===== config.mk =====
export PLATFORM = sky130hd
export DESIGN_NAME = dss_sequencer
export DESIGN_NICKNAME = d
export VERILOG_FILES = /design/src/hdl/dss_pkg.sv /design/src/hdl/dss_sequencer.sv /design/src/hdl/dss_deglitch.sv
export VERILOG_INCLUDE_DIRS = /design/src /design/src/hdl
export SDC_FILE = /design/constraint.sdc
export NUM_CORES = 1
export LEC_CHECK = 0
export BUFFER_PORTS_ARGS = -buffer_cell sky130_fd_sc_hd__buf_2
export CORE_ASPECT_RATIO = 0.8
export CORE_MARGIN = 2
export CORE_UTILIZATION = 45
export CTS_CLUSTER_DIAMETER = 80
export DETAILED_ROUTE_END_ITERATION = 10
export RECOVER_POWER = 25
export SYNTH_ARGS = -nofsm -noshare
export SYNTH_HDL_FRONTEND = slang
export SYNTH_SLANG_ARGS = --single-unit

===== constraint.sdc =====
create_clock -name clk -period 2.4 [get_ports clk]
set_input_delay 0.48 -clock clk [delete_from_list [all_inputs] [get_ports clk]]
set_output_delay 0.48 -clock clk [all_outputs]
set_load 0.05 [all_outputs]

===== src/hdl/dss_regs.svh =====
/*
 * constants for the dual rail sleep state switch sequencer: timing figures
 * and reset values. assumes a 125 MHz clock; included by bare name.
 */
`ifndef DSS_REGS_SVH
`define DSS_REGS_SVH

`define DSS_CLK_MHZ          125
`define DSS_S3_DELAY_US      120
`define DSS_SETTLE_MS        5
`define DSS_S3_DELAY_CYC     (`DSS_S3_DELAY_US * `DSS_CLK_MHZ)
`define DSS_SETTLE_CYC       (`DSS_SETTLE_MS * 1000 * `DSS_CLK_MHZ)
`define DSS_DEGLITCH_CYC     64
`define DSS_SOFT_START_CYC   125000
`define DSS_SLEEP_RESET      1'b0

`endif


===== src/hdl/dss_pkg.sv =====
/*
 * types for the sequencer. assumes nothing else.
 */
package dss_pkg;
    typedef enum logic [2:0] {
        ST_OFF   = 3'b000,
        ST_STBY  = 3'b001,
        ST_SOFT  = 3'b010,
        ST_MAIN  = 3'b011,
        ST_S3WT  = 3'b100
    } dss_state_t;
endpackage


===== src/hdl/dss_sequencer.sv =====
/*
 * dual rail source sequencer: picks main or standby supply for the dual rail
 * from the deglitched sleep inputs, mode and supply-ready comparators.
 * assumes rst_b is the standby supply power-on reset, all inputs are
 * asynchronous pins, and a pull-up to the high supply on the main gate pin.
 */
`timescale 1ns/1ps
`include "dss_regs.svh"
module dss_sequencer #(
    parameter int DEGLITCH_CYC   = `DSS_DEGLITCH_CYC,
    parameter int S3_DELAY_CYC   = `DSS_S3_DELAY_CYC,
    parameter int SETTLE_CYC     = `DSS_SETTLE_CYC,
    parameter int SOFT_START_CYC = `DSS_SOFT_START_CYC
) (
    input  wire logic clk,
    input  wire logic rst_b,
    input  wire logic sleep3_n,
    input  wire logic sleep5_n,
    input  wire logic mode,
    input  wire logic mainSupplyOk,
    input  wire logic mainGateAboveRef,
    output logic      mainGateDriveOut,
    output logic      mainGateDriveOe,
    output logic      standbyGateDrive,
    output logic      standbySoftSink,
    output logic      mainPathOn
);
    // ------------------------------------------------------------
    // input conditioning
    // ------------------------------------------------------------
    logic s3Level;
    logic s5Level;
    logic mainOkA;
    logic mainOkB;
    logic highOkA;
    logic highOkB;

    dss_deglitch #(
        .STABLE_CYC (DEGLITCH_CYC)
    ) u_s3 (
        .clk   (clk),
        .rst_b (rst_b),
        .pinIn (sleep3_n),
        .level (s3Level)
    );

    dss_deglitch #(
        .STABLE_CYC (DEGLITCH_CYC)
    ) u_s5 (
        .clk   (clk),
        .rst_b (rst_b),
        .pinIn (sleep5_n),
        .level (s5Level)
    );

    logic modeA;
    logic modeB;

    // each pair stands alone; only the second stage is read by logic
    always_ff @(posedge clk or negedge rst_b) begin
        if (!rst_b) begin
            mainOkA <= 1'b0;
            mainOkB <= 1'b0;
        end else begin
            mainOkA <= mainSupplyOk;
            mainOkB <= mainOkA;
        end
    end

    always_ff @(posedge clk or negedge rst_b) begin
        if (!rst_b) begin
            highOkA <= 1'b0;
            highOkB <= 1'b0;
        end else begin
            highOkA <= mainGateAboveRef;
            highOkB <= highOkA;
        end
    end

    // mode is a board strap but may still move at run time
    always_ff @(posedge clk or negedge rst_b) begin
        if (!rst_b) begin
            modeA <= 1'b0;
            modeB <= 1'b0;
        end else begin
            modeA <= mode;
            modeB <= modeA;
        end
    end

    // ------------------------------------------------------------
    // decode
    // ------------------------------------------------------------
    // sleep5_n low wins over sleep3_n
    wire wantS45     = !s5Level;
    wire wantS3      = s5Level && !s3Level;
    wire wantS0      = s5Level && s3Level;
    wire suppliesOk  = mainOkB && highOkB;

    // ------------------------------------------------------------
    // counters
    // ------------------------------------------------------------
    localparam int TW = $clog2(SETTLE_CYC + SOFT_START_CYC + S3_DELAY_CYC + 2);

    function automatic logic [TW-1:0] lastCount(input int cyc);
        lastCount = TW'(cyc - 1);
    endfunction

    // settle timer runs while S0 is requested and supplies stay ready;
    // any loss of either restarts the full 5 ms
    logic [TW-1:0] settleCnt;
    logic          settled;
    wire           settleArm  = wantS0 && suppliesOk;
    wire           settleLast = settleCnt == lastCount(SETTLE_CYC);

    always_ff @(posedge clk or negedge rst_b) begin
        if (!rst_b) begin
            settleCnt <= '0;
        end else if (!settleArm) begin
            settleCnt <= '0;
        end else if (!settled) begin
            settleCnt <= settleCnt + TW'(1);
        end
    end

    // settled stays up until the request or a supply goes away
    always_ff @(posedge clk or negedge rst_b) begin
        if (!rst_b) begin
            settled <= 1'b0;
        end else if (!settleArm) begin
            settled <= 1'b0;
        end else if (settleLast) begin
            settled <= 1'b1;
        end
    end

    // S0 is only taken once the settle delay has run out
    wire goMain = wantS0 && settled;

    // ------------------------------------------------------------
    // state helpers
    // ------------------------------------------------------------
    // the S3 wait keeps the main switch closed until its delay ends, a supply drops or S4/S5 is requested
    function automatic logic mainFed(input dss_pkg::dss_state_t s);
        mainFed = (s == dss_pkg::ST_MAIN) || (s == dss_pkg::ST_S3WT);
    endfunction

    function automatic logic standbyFed(input dss_pkg::dss_state_t s);
        standbyFed = s == dss_pkg::ST_STBY;
    endfunction

    // target of an S4/S5 request: standby only if mode keeps the rail
    function automatic dss_pkg::dss_state_t s45Target(input logic keepRail);
        s45Target = keepRail ? dss_pkg::ST_STBY : dss_pkg::ST_OFF;
    endfunction

    // ------------------------------------------------------------
    // state machine
    // ------------------------------------------------------------
    dss_pkg::dss_state_t state;
    dss_pkg::dss_state_t next_state;
    logic [TW-1:0]       timer;
    logic [TW-1:0]       next_timer;
    logic                started;

    wire softDone = timer == lastCount(SOFT_START_CYC);
    wire s3Done   = timer == lastCount(S3_DELAY_CYC);

    // standby path wanted in S3, in S4/S5 with mode high, or in S0 before settling with mode high or once started
    wire standbyWanted = wantS3 || (wantS45 && modeB) || (wantS0 && !settled && modeB)
                         || (wantS0 && !settled && started);

    always_comb begin
        next_state = state;
        next_timer = '0;
        case (state)
            dss_pkg::ST_OFF: begin
                if (goMain) begin
                    next_state = dss_pkg::ST_MAIN;
                end else if (standbyWanted) begin
                    next_state = dss_pkg::ST_SOFT;
                end
            end
            dss_pkg::ST_SOFT: begin
                next_timer = timer + TW'(1);
                if (goMain) begin
                    next_state = dss_pkg::ST_MAIN;
                end else if (!standbyWanted) begin
                    next_state = dss_pkg::ST_OFF;
                end else if (softDone) begin
                    next_state = dss_pkg::ST_STBY;
                end
            end
            dss_pkg::ST_STBY: begin
                if (goMain) begin
                    next_state = dss_pkg::ST_MAIN;
                end else if (!standbyWanted) begin
                    next_state = dss_pkg::ST_OFF;
                end
            end
            dss_pkg::ST_MAIN: begin
                if (wantS45) begin
                    // no added delay on the way to S4/S5
                    next_state = s45Target(modeB);
                end else if (wantS3) begin
                    next_state = dss_pkg::ST_S3WT;
                end else if (!settled) begin
                    // supplies dropped while active: fall back
                    next_state = dss_pkg::ST_STBY;
                end
            end
            dss_pkg::ST_S3WT: begin
                next_timer = timer + TW'(1);
                if (wantS45) begin
                    next_state = s45Target(modeB);
                end else if (goMain) begin
                    next_state = dss_pkg::ST_MAIN;
                end else if (s3Done || !suppliesOk) begin
                    next_state = dss_pkg::ST_STBY;
                end
            end
            default: begin
                next_state = dss_pkg::ST_OFF;
            end
        endcase
        if (next_state != state) begin
            next_timer = '0;
        end
    end

    // started marks that the main switch has once fed the rail since reset, so a
    // supply drop in S0 with mode low keeps standby rather than going dark
    // ------------------------------------------------------------
    // state register
    // ------------------------------------------------------------
    always_ff @(posedge clk or negedge rst_b) begin
        if (!rst_b) begin
            state <= dss_pkg::ST_OFF;
        end else begin
            state <= next_state;
        end
    end

    // timer clears on every state change, so each wait starts at zero
    always_ff @(posedge clk or negedge rst_b) begin
        if (!rst_b) begin
            timer <= '0;
        end else begin
            timer <= next_timer;
        end
    end

    always_ff @(posedge clk or negedge rst_b) begin
        if (!rst_b) begin
            started <= 1'b0;
        end else begin
            started <= started || mainFed(state);
        end
    end

    // ------------------------------------------------------------
    // outputs
    // ------------------------------------------------------------
    wire mainOnNext   = mainFed(next_state);
    wire stbyOnNext   = standbyFed(next_state);
    wire softOnNext   = next_state == dss_pkg::ST_SOFT;

    // main and standby gates change in the same edge, so no gap on the rail
    always_ff @(posedge clk or negedge rst_b) begin
        if (!rst_b) begin
            mainPathOn <= 1'b0;
        end else begin
            mainPathOn <= mainOnNext;
        end
    end

    // open-drain pin: data stays low, only the enable moves
    always_ff @(posedge clk or negedge rst_b) begin
        if (!rst_b) begin
            mainGateDriveOut <= 1'b0;
        end else begin
            mainGateDriveOut <= 1'b0;
        end
    end

    always_ff @(posedge clk or negedge rst_b) begin
        if (!rst_b) begin
            mainGateDriveOe <= 1'b1;
        end else begin
            mainGateDriveOe <= !mainOnNext;
        end
    end

    // standby gate is active low: 0 turns the PMOS fully on
    always_ff @(posedge clk or negedge rst_b) begin
        if (!rst_b) begin
            standbyGateDrive <= 1'b1;
        end else begin
            standbyGateDrive <= !stbyOnNext;
        end
    end

    always_ff @(posedge clk or negedge rst_b) begin
        if (!rst_b) begin
            standbySoftSink <= 1'b0;
        end else begin
            standbySoftSink <= softOnNext;
        end
    end
endmodule


===== src/hdl/dss_deglitch.sv =====
/*
 * deglitch filter for one slow input: two-stage synchroniser then a
 * stability counter. assumes one clock, asynchronous active-low reset.
 */
`timescale 1ns/1ps
`include "dss_regs.svh"
module dss_deglitch #(
    parameter int STABLE_CYC = `DSS_DEGLITCH_CYC
) (
    input  wire logic clk,
    input  wire logic rst_b,
    input  wire logic pinIn,
    output logic      level
);
    localparam int CW = $clog2(STABLE_CYC + 1);

    logic          syncA;
    logic          syncB;
    logic [CW-1:0] count;

    wire           differs = syncB != level;
    wire           expired = count == CW'(STABLE_CYC - 1);

    always_ff @(posedge clk or negedge rst_b) begin
        if (!rst_b) begin
            syncA <= `DSS_SLEEP_RESET;
            syncB <= `DSS_SLEEP_RESET;
        end else begin
            syncA <= pinIn;
            syncB <= syncA;
        end
    end

    // a new level is taken only after STABLE_CYC equal samples
    always_ff @(posedge clk or negedge rst_b) begin
        if (!rst_b) begin
            count <= '0;
            level <= `DSS_SLEEP_RESET;
        end else if (!differs) begin
            count <= '0;
        end else if (expired) begin
            count <= '0;
            level <= syncB;
        end else begin
            count <= count + CW'(1);
        end
    end
endmodule


### After elaboration in Yosys (flattened, before gate mapping)

Index checks and enable logic that the tools add are counted.

* mux-type cells: 25
* reduce and logical (&&, ||, !) cells: 26
* eq/ne operators: 18
* $add $sub $neg: 4

Operators with widths (count)
* 20-bit two-way mux: 4
* 20-bit by 1-bit adder with 20-bit output, second input constant: 2
* 3-bit two-way mux: 13
* 7-bit two-way mux: 4
* 20-bit by 14-bit == test with 1-bit output, second input constant: 1
* 20-bit by 17-bit == test with 1-bit output, second input constant: 1
* 20-bit == test, second input constant: 1
* 3-bit case mux with 5 select lines: 1
* 7-bit by 1-bit adder with 7-bit output, second input constant: 2
* 7-bit by 6-bit == test with 1-bit output, second input constant: 2
* 3-bit by 2-bit == test with 1-bit output, second input constant: 4
* 1-bit logical AND: 9
* 1-bit logical OR: 7
* 3-bit by 1-bit == test with 1-bit output, second input constant: 2
* 3-bit == test, second input constant: 2
* 1-bit zero test: 6
* 2-bit AND reduction: 2
* 3-bit zero test: 1
* 1-bit two-way mux: 3
* 3-bit != test: 1
* 1-bit != test: 2
* 2-bit by 1-bit != test with 1-bit output, second input constant: 1
* 2-bit != test, second input constant: 1
* 2-bit OR reduction: 1

* logic and storage cells: 96
* register bits after elaboration: 75
* output and inout port bits: 5

### Logic depth before layout (Yosys ltp)

* depth after elaboration: 11
* mapped depth: 8
* gate-level depth less buffers: 7

### Cells and area by module

Synthesis repeated with hierarchy kept, for this count alone.

* cell total of the unflattened synthesis: 340
* area, all modules: 3602.2 um^2

Modules (own cells, without submodules)
* dss_sequencer: area each 2781.4 um^2, cells each 270, times used 1
* dss_deglitch: area each 410.4 um^2, cells each 35, times used 2

### Worst setup path before layout

No wires, ideal clock.

* path kind: reg2reg
* start point: register timer[0]
* end point: register timer[15]
* stages on the path, launching flop included: 9
* arrival: 1.983 ns
* slack: 0.298 ns
* data required time: 2.281 ns
* setup time: 0.119 ns
* cells stage by stage: dfrtp_1 -> ha_1 -> or4bb_1 -> nor3_4 -> nand3_1 -> o31a_1 -> nand4b_2 -> buf_6 -> nor2_1

* word-level cells in the longest chain between the ends: 8
* elaborated cells between the ends (all ways): 14

Ends and longest elaborated chain
* from (decl): line dss_sequencer.sv:162 `logic [TW-1:0] timer;`
* from (signal assigned): line dss_sequencer.sv:249 `timer <= next_timer;`
* 20-bit by 14-bit == test with 1-bit output: line dss_sequencer.sv:167 `wire s3Done = timer == lastCount(S3_DELAY_CYC);`
* 1-bit logical OR: line dss_sequencer.sv:218 `end else if (s3Done || !suppliesOk) begin`
* 3-bit two-way mux: line dss_sequencer.sv:218
* 3-bit two-way mux: line dss_sequencer.sv:216 `end else if (goMain) begin`
* 3-bit two-way mux: line dss_sequencer.sv:214 `if (wantS45) begin`
* 3-bit case mux with 5 select lines: line dss_sequencer.sv:176 `case (state)`
* 3-bit != test: line dss_sequencer.sv:226 `if (next_state != state) begin`
* 20-bit two-way mux (*): line dss_sequencer.sv:226
* net next_timer[15]: line dss_sequencer.sv:163 `logic [TW-1:0] next_timer;`

Mark *: on every way through the listed nets, which the timed path passes. The rest lies on a longest branch.
A chain may end at the register's enable or synchronous reset.

### Worst setup path after layout

* start point: register timer[1]
* end point: register timer[3]

Same word-level chain as after synthesis.

==> impl_metrics.json <==
{
  "status": "finished, violations left",
  "violations": "capacitance limit, slew limit",
  "worstPathArrival_ns": 2.55,
  "max_stage_delay_ns": 0.53,
  "insertion_delay_ns": 0.35,
  "via_count": 2328,
  "power.density_nw_per_um2": 581,
  "synth-edff-count": 0,
  "std_cell_rows": 28,
  "core-area_um2": 7460,
  "synthAdderAreaFrac_pct": 1.43,
  "cts_root_buffer": "clkbuf_8",
  "clock_sinks": 75,
  "grt_pass1_wl_mm": 10.7,
  "portBuffers": 10,
  "wl_mm": 6.11,
  "final-hold-violation-count": 0,
  "period_needed_ns": 2.32,
  "numCtsBuffers": 9,
  "total_power_mw": 2.26,
  "cts.path.max_buffers": 2,
  "worst_hold_path_type": "input pin to register",
  "finClkSkew_ns": 0.00949,
  "diodes": 0,
  "worstPathMaxFanout": 20,
  "drcViolationCount": 0,
  "synth.area.mux_share_pct": 0.930,
  "synth-seq-cells": 75,
  "synth_compound_area_share_pct": 5.19,
  "peakVddDrop_uv": 289,
  "path_clk_slew_ns": 0.08,
  "end_kind": "register",
  "first_global_vias": 2251,
  "detail-route-antenna-nets": 0,
  "synth_simple_gate_area_share_pct": 24.6,
  "post-route-period-util_pct": 96.6,
  "grt-ovfl-total": 0,
  "crit_type": "register to register",
  "finalSetupViolations": 0,
  "drive_gt1_share_pct": 13.2,
  "first_iter_violations": 115,
  "layout.area.seq_um2": 1880,
  "hpwl_mm": 4.04,
  "multi_input_area_um2": 1570,
  "nets": 363,
  "fin_ws_ns": 0.0807,
  "dpl_worst_slack_ns": 0.130,
  "yosys.area_share.xor_xnor_pct": 12.0,
  "io_pins": 12,
  "synthCells": 334,
  "worst_pin_slew_ns": 1.97,
  "place_congestion": 0.794,
  "synth_top_family_by_area": "simple AND/OR/NAND/NOR gates",
  "rrSetupSlack_ns": 0.08,
  "slew_headroom_pct": -31.4,
  "syn_area_per_cell_um2": 10.5,
  "start_util_pct": 46.9,
  "cts_htree_levels": 3,
  "crit_chain": "ha_4, or4bb_1, nor3_4, buf_4, o2111ai_1, o31a_1, nand4b_2, buf_12, nor2_1",
  "final_cells": 462,
  "antenna_found_initial": 0,
  "syn_area_um2": 3500,
  "synthToLayoutAreaGrowth_pct": 11.1,
  "synth-main-ff-cell": "dfrtp_1",
  "cp_slowest_cell": "or4bb_1",
  "finish.utilization_pct": 52.1,
  "fill_cells": 685,
  "dieArea_um2": 8500,
  "start_kind": "register",
  "leakagePower_nw": 1.64,
  "die_x_um": 103,
  "yosysSeqAreaShare_pct": 53.7,
  "synth_nets": 345,
  "place_inst": 442,
  "ys_warn_count": 0,
  "dieHeight_um": 82.9,
  "viasPerCell": 5.04,
  "fmax_mhz": 431,
  "dr.pass1.iters": 4,
  "tritoncts": "yes",
  "grt_max_degree": 40,
  "wl_per_cell_um": 13.2,
  "maxCapViolCount": 1,
  "async_reset_ff_share_pct": 100,
  "cp.required_ns": 2.63,
  "grtUsageTotal_pct": 16.1,
  "maxSlewViolCount": 37,
  "synth_cell_types": 49,
  "tns_ns": 0
}
power breakdown:
part | internal, mW | switching (mW) | leakage [nW]
Clock | 0.375 | 0.468 | 0.0787
Combinational | 0.0391 | 0.0709 | 0.557
Sequential | 1.29 | 0.0178 | 1.00
timing repair:
| item | in CTS | in global routing |
|---|---|---|
| endpoints found under the setup margin | 0 | 22 |
| hold buffers | 0 | 0 |
| gates resized for setup | 0 | 4 |
| buffers inserted | 0 | 4 |
path summary, 6_finish.rpt:
path / cells after the start / end / startpoint
hold / removal: 1 / highOkA$_DFF_PN0_ / mainGateAboveRef
hold reg to reg: 0 / u_s3.syncB$_DFF_PN0_ / u_s3.syncA$_DFF_PN0_
setup reg to reg: 9 / timer[3]$_DFF_PN0_ / timer[1]$_DFF_PN0_
min in group asynchronous: 1 / u_s5.count[5]$_DFF_PN0_ / rst_b
setup / recovery: 9 / timer[3]$_DFF_PN0_ / timer[1]$_DFF_PN0_
max in group asynchronous: 1 / settleCnt[17]$_DFFE_PN0P_ / rst_b
cells by family after synthesis:
kind of cell,count (synthesis)
flops,75
buf+inv,13
mux,3
compound gates,24
other cells,1
xor+xnor,48
simple gates,166
fa+ha+maj,4
state kept, by name (all words and copies together) (netlist names), 3 cells and up:
signal	count
u_s5.count	7
u_s3.count	7
state	3
timer	20
settleCnt	20
stage by stage:
step	instance area (um2)	hold slack, ns
detailed placement	3670	0.337
CTS	3840	0.0912
finish	3890	0.238
global route	3890	0.206
floorplan	3500	0.184
global placement	3670	0.332
critical path: cells and delay by family (launching register included):
kind | cells | cell delay [ns]
flops | 1 | 0.45
buf+inv | 2 | 0.32
simple gates | 4 | 0.98
compound gates | 2 | 0.28
fa+ha+maj | 1 | 0.18
cell usage after synthesis (4+ instances only):
cell / count / area share (%)
a21oi_1: 6 / 0.86
and2_1: 5 / 0.89
and3_1: 9 / 1.6
and4_1: 4 / 1.0
clkbuf_1: 6 / 0.64
dfrtp_1: 73 / 52
ha_1: 4 / 1.4
nand2_1: 20 / 2.1
nand2b_1: 6 / 1.1
nand3_1: 24 / 3.4
nand4_1: 9 / 1.6
nor2_1: 64 / 6.9
nor2b_1: 4 / 0.72
nor3_1: 5 / 0.72
o21ai_0: 6 / 0.86
xnor2_1: 15 / 3.8
xor2_1: 33 / 8.3
metal layers:
layer,part of all wire (%),GRT usage (%)
met1,52,24.1
met2,45,22.0
met3,2.6,6.31
met4,0.44,3.64
met5,0,0
final cells by class:
cell class	count	share of cell area (%)
clock buffer	10	3.28
inverter	3	0.290
multi-input combinational	246	40.3
clock inverter	6	1.06
sequential	75	48.4
timing repair buffer	17	3.25
tap	105	3.38
cell usage in the layout, fill, tap and decap left out, types with 6 or more instances in the layout:
master and instances:
dfrtp_1 72, clkbuf_8 9, nand4_1 9, nand2b_1 6, o21ai_0 6, and3_1 9, nand3_1 23, a21oi_1 6
nand2_1 20, xnor2_1 15, buf_2 9, nor2_1 64, xor2_1 33
(Power assumes the default switching activity.)
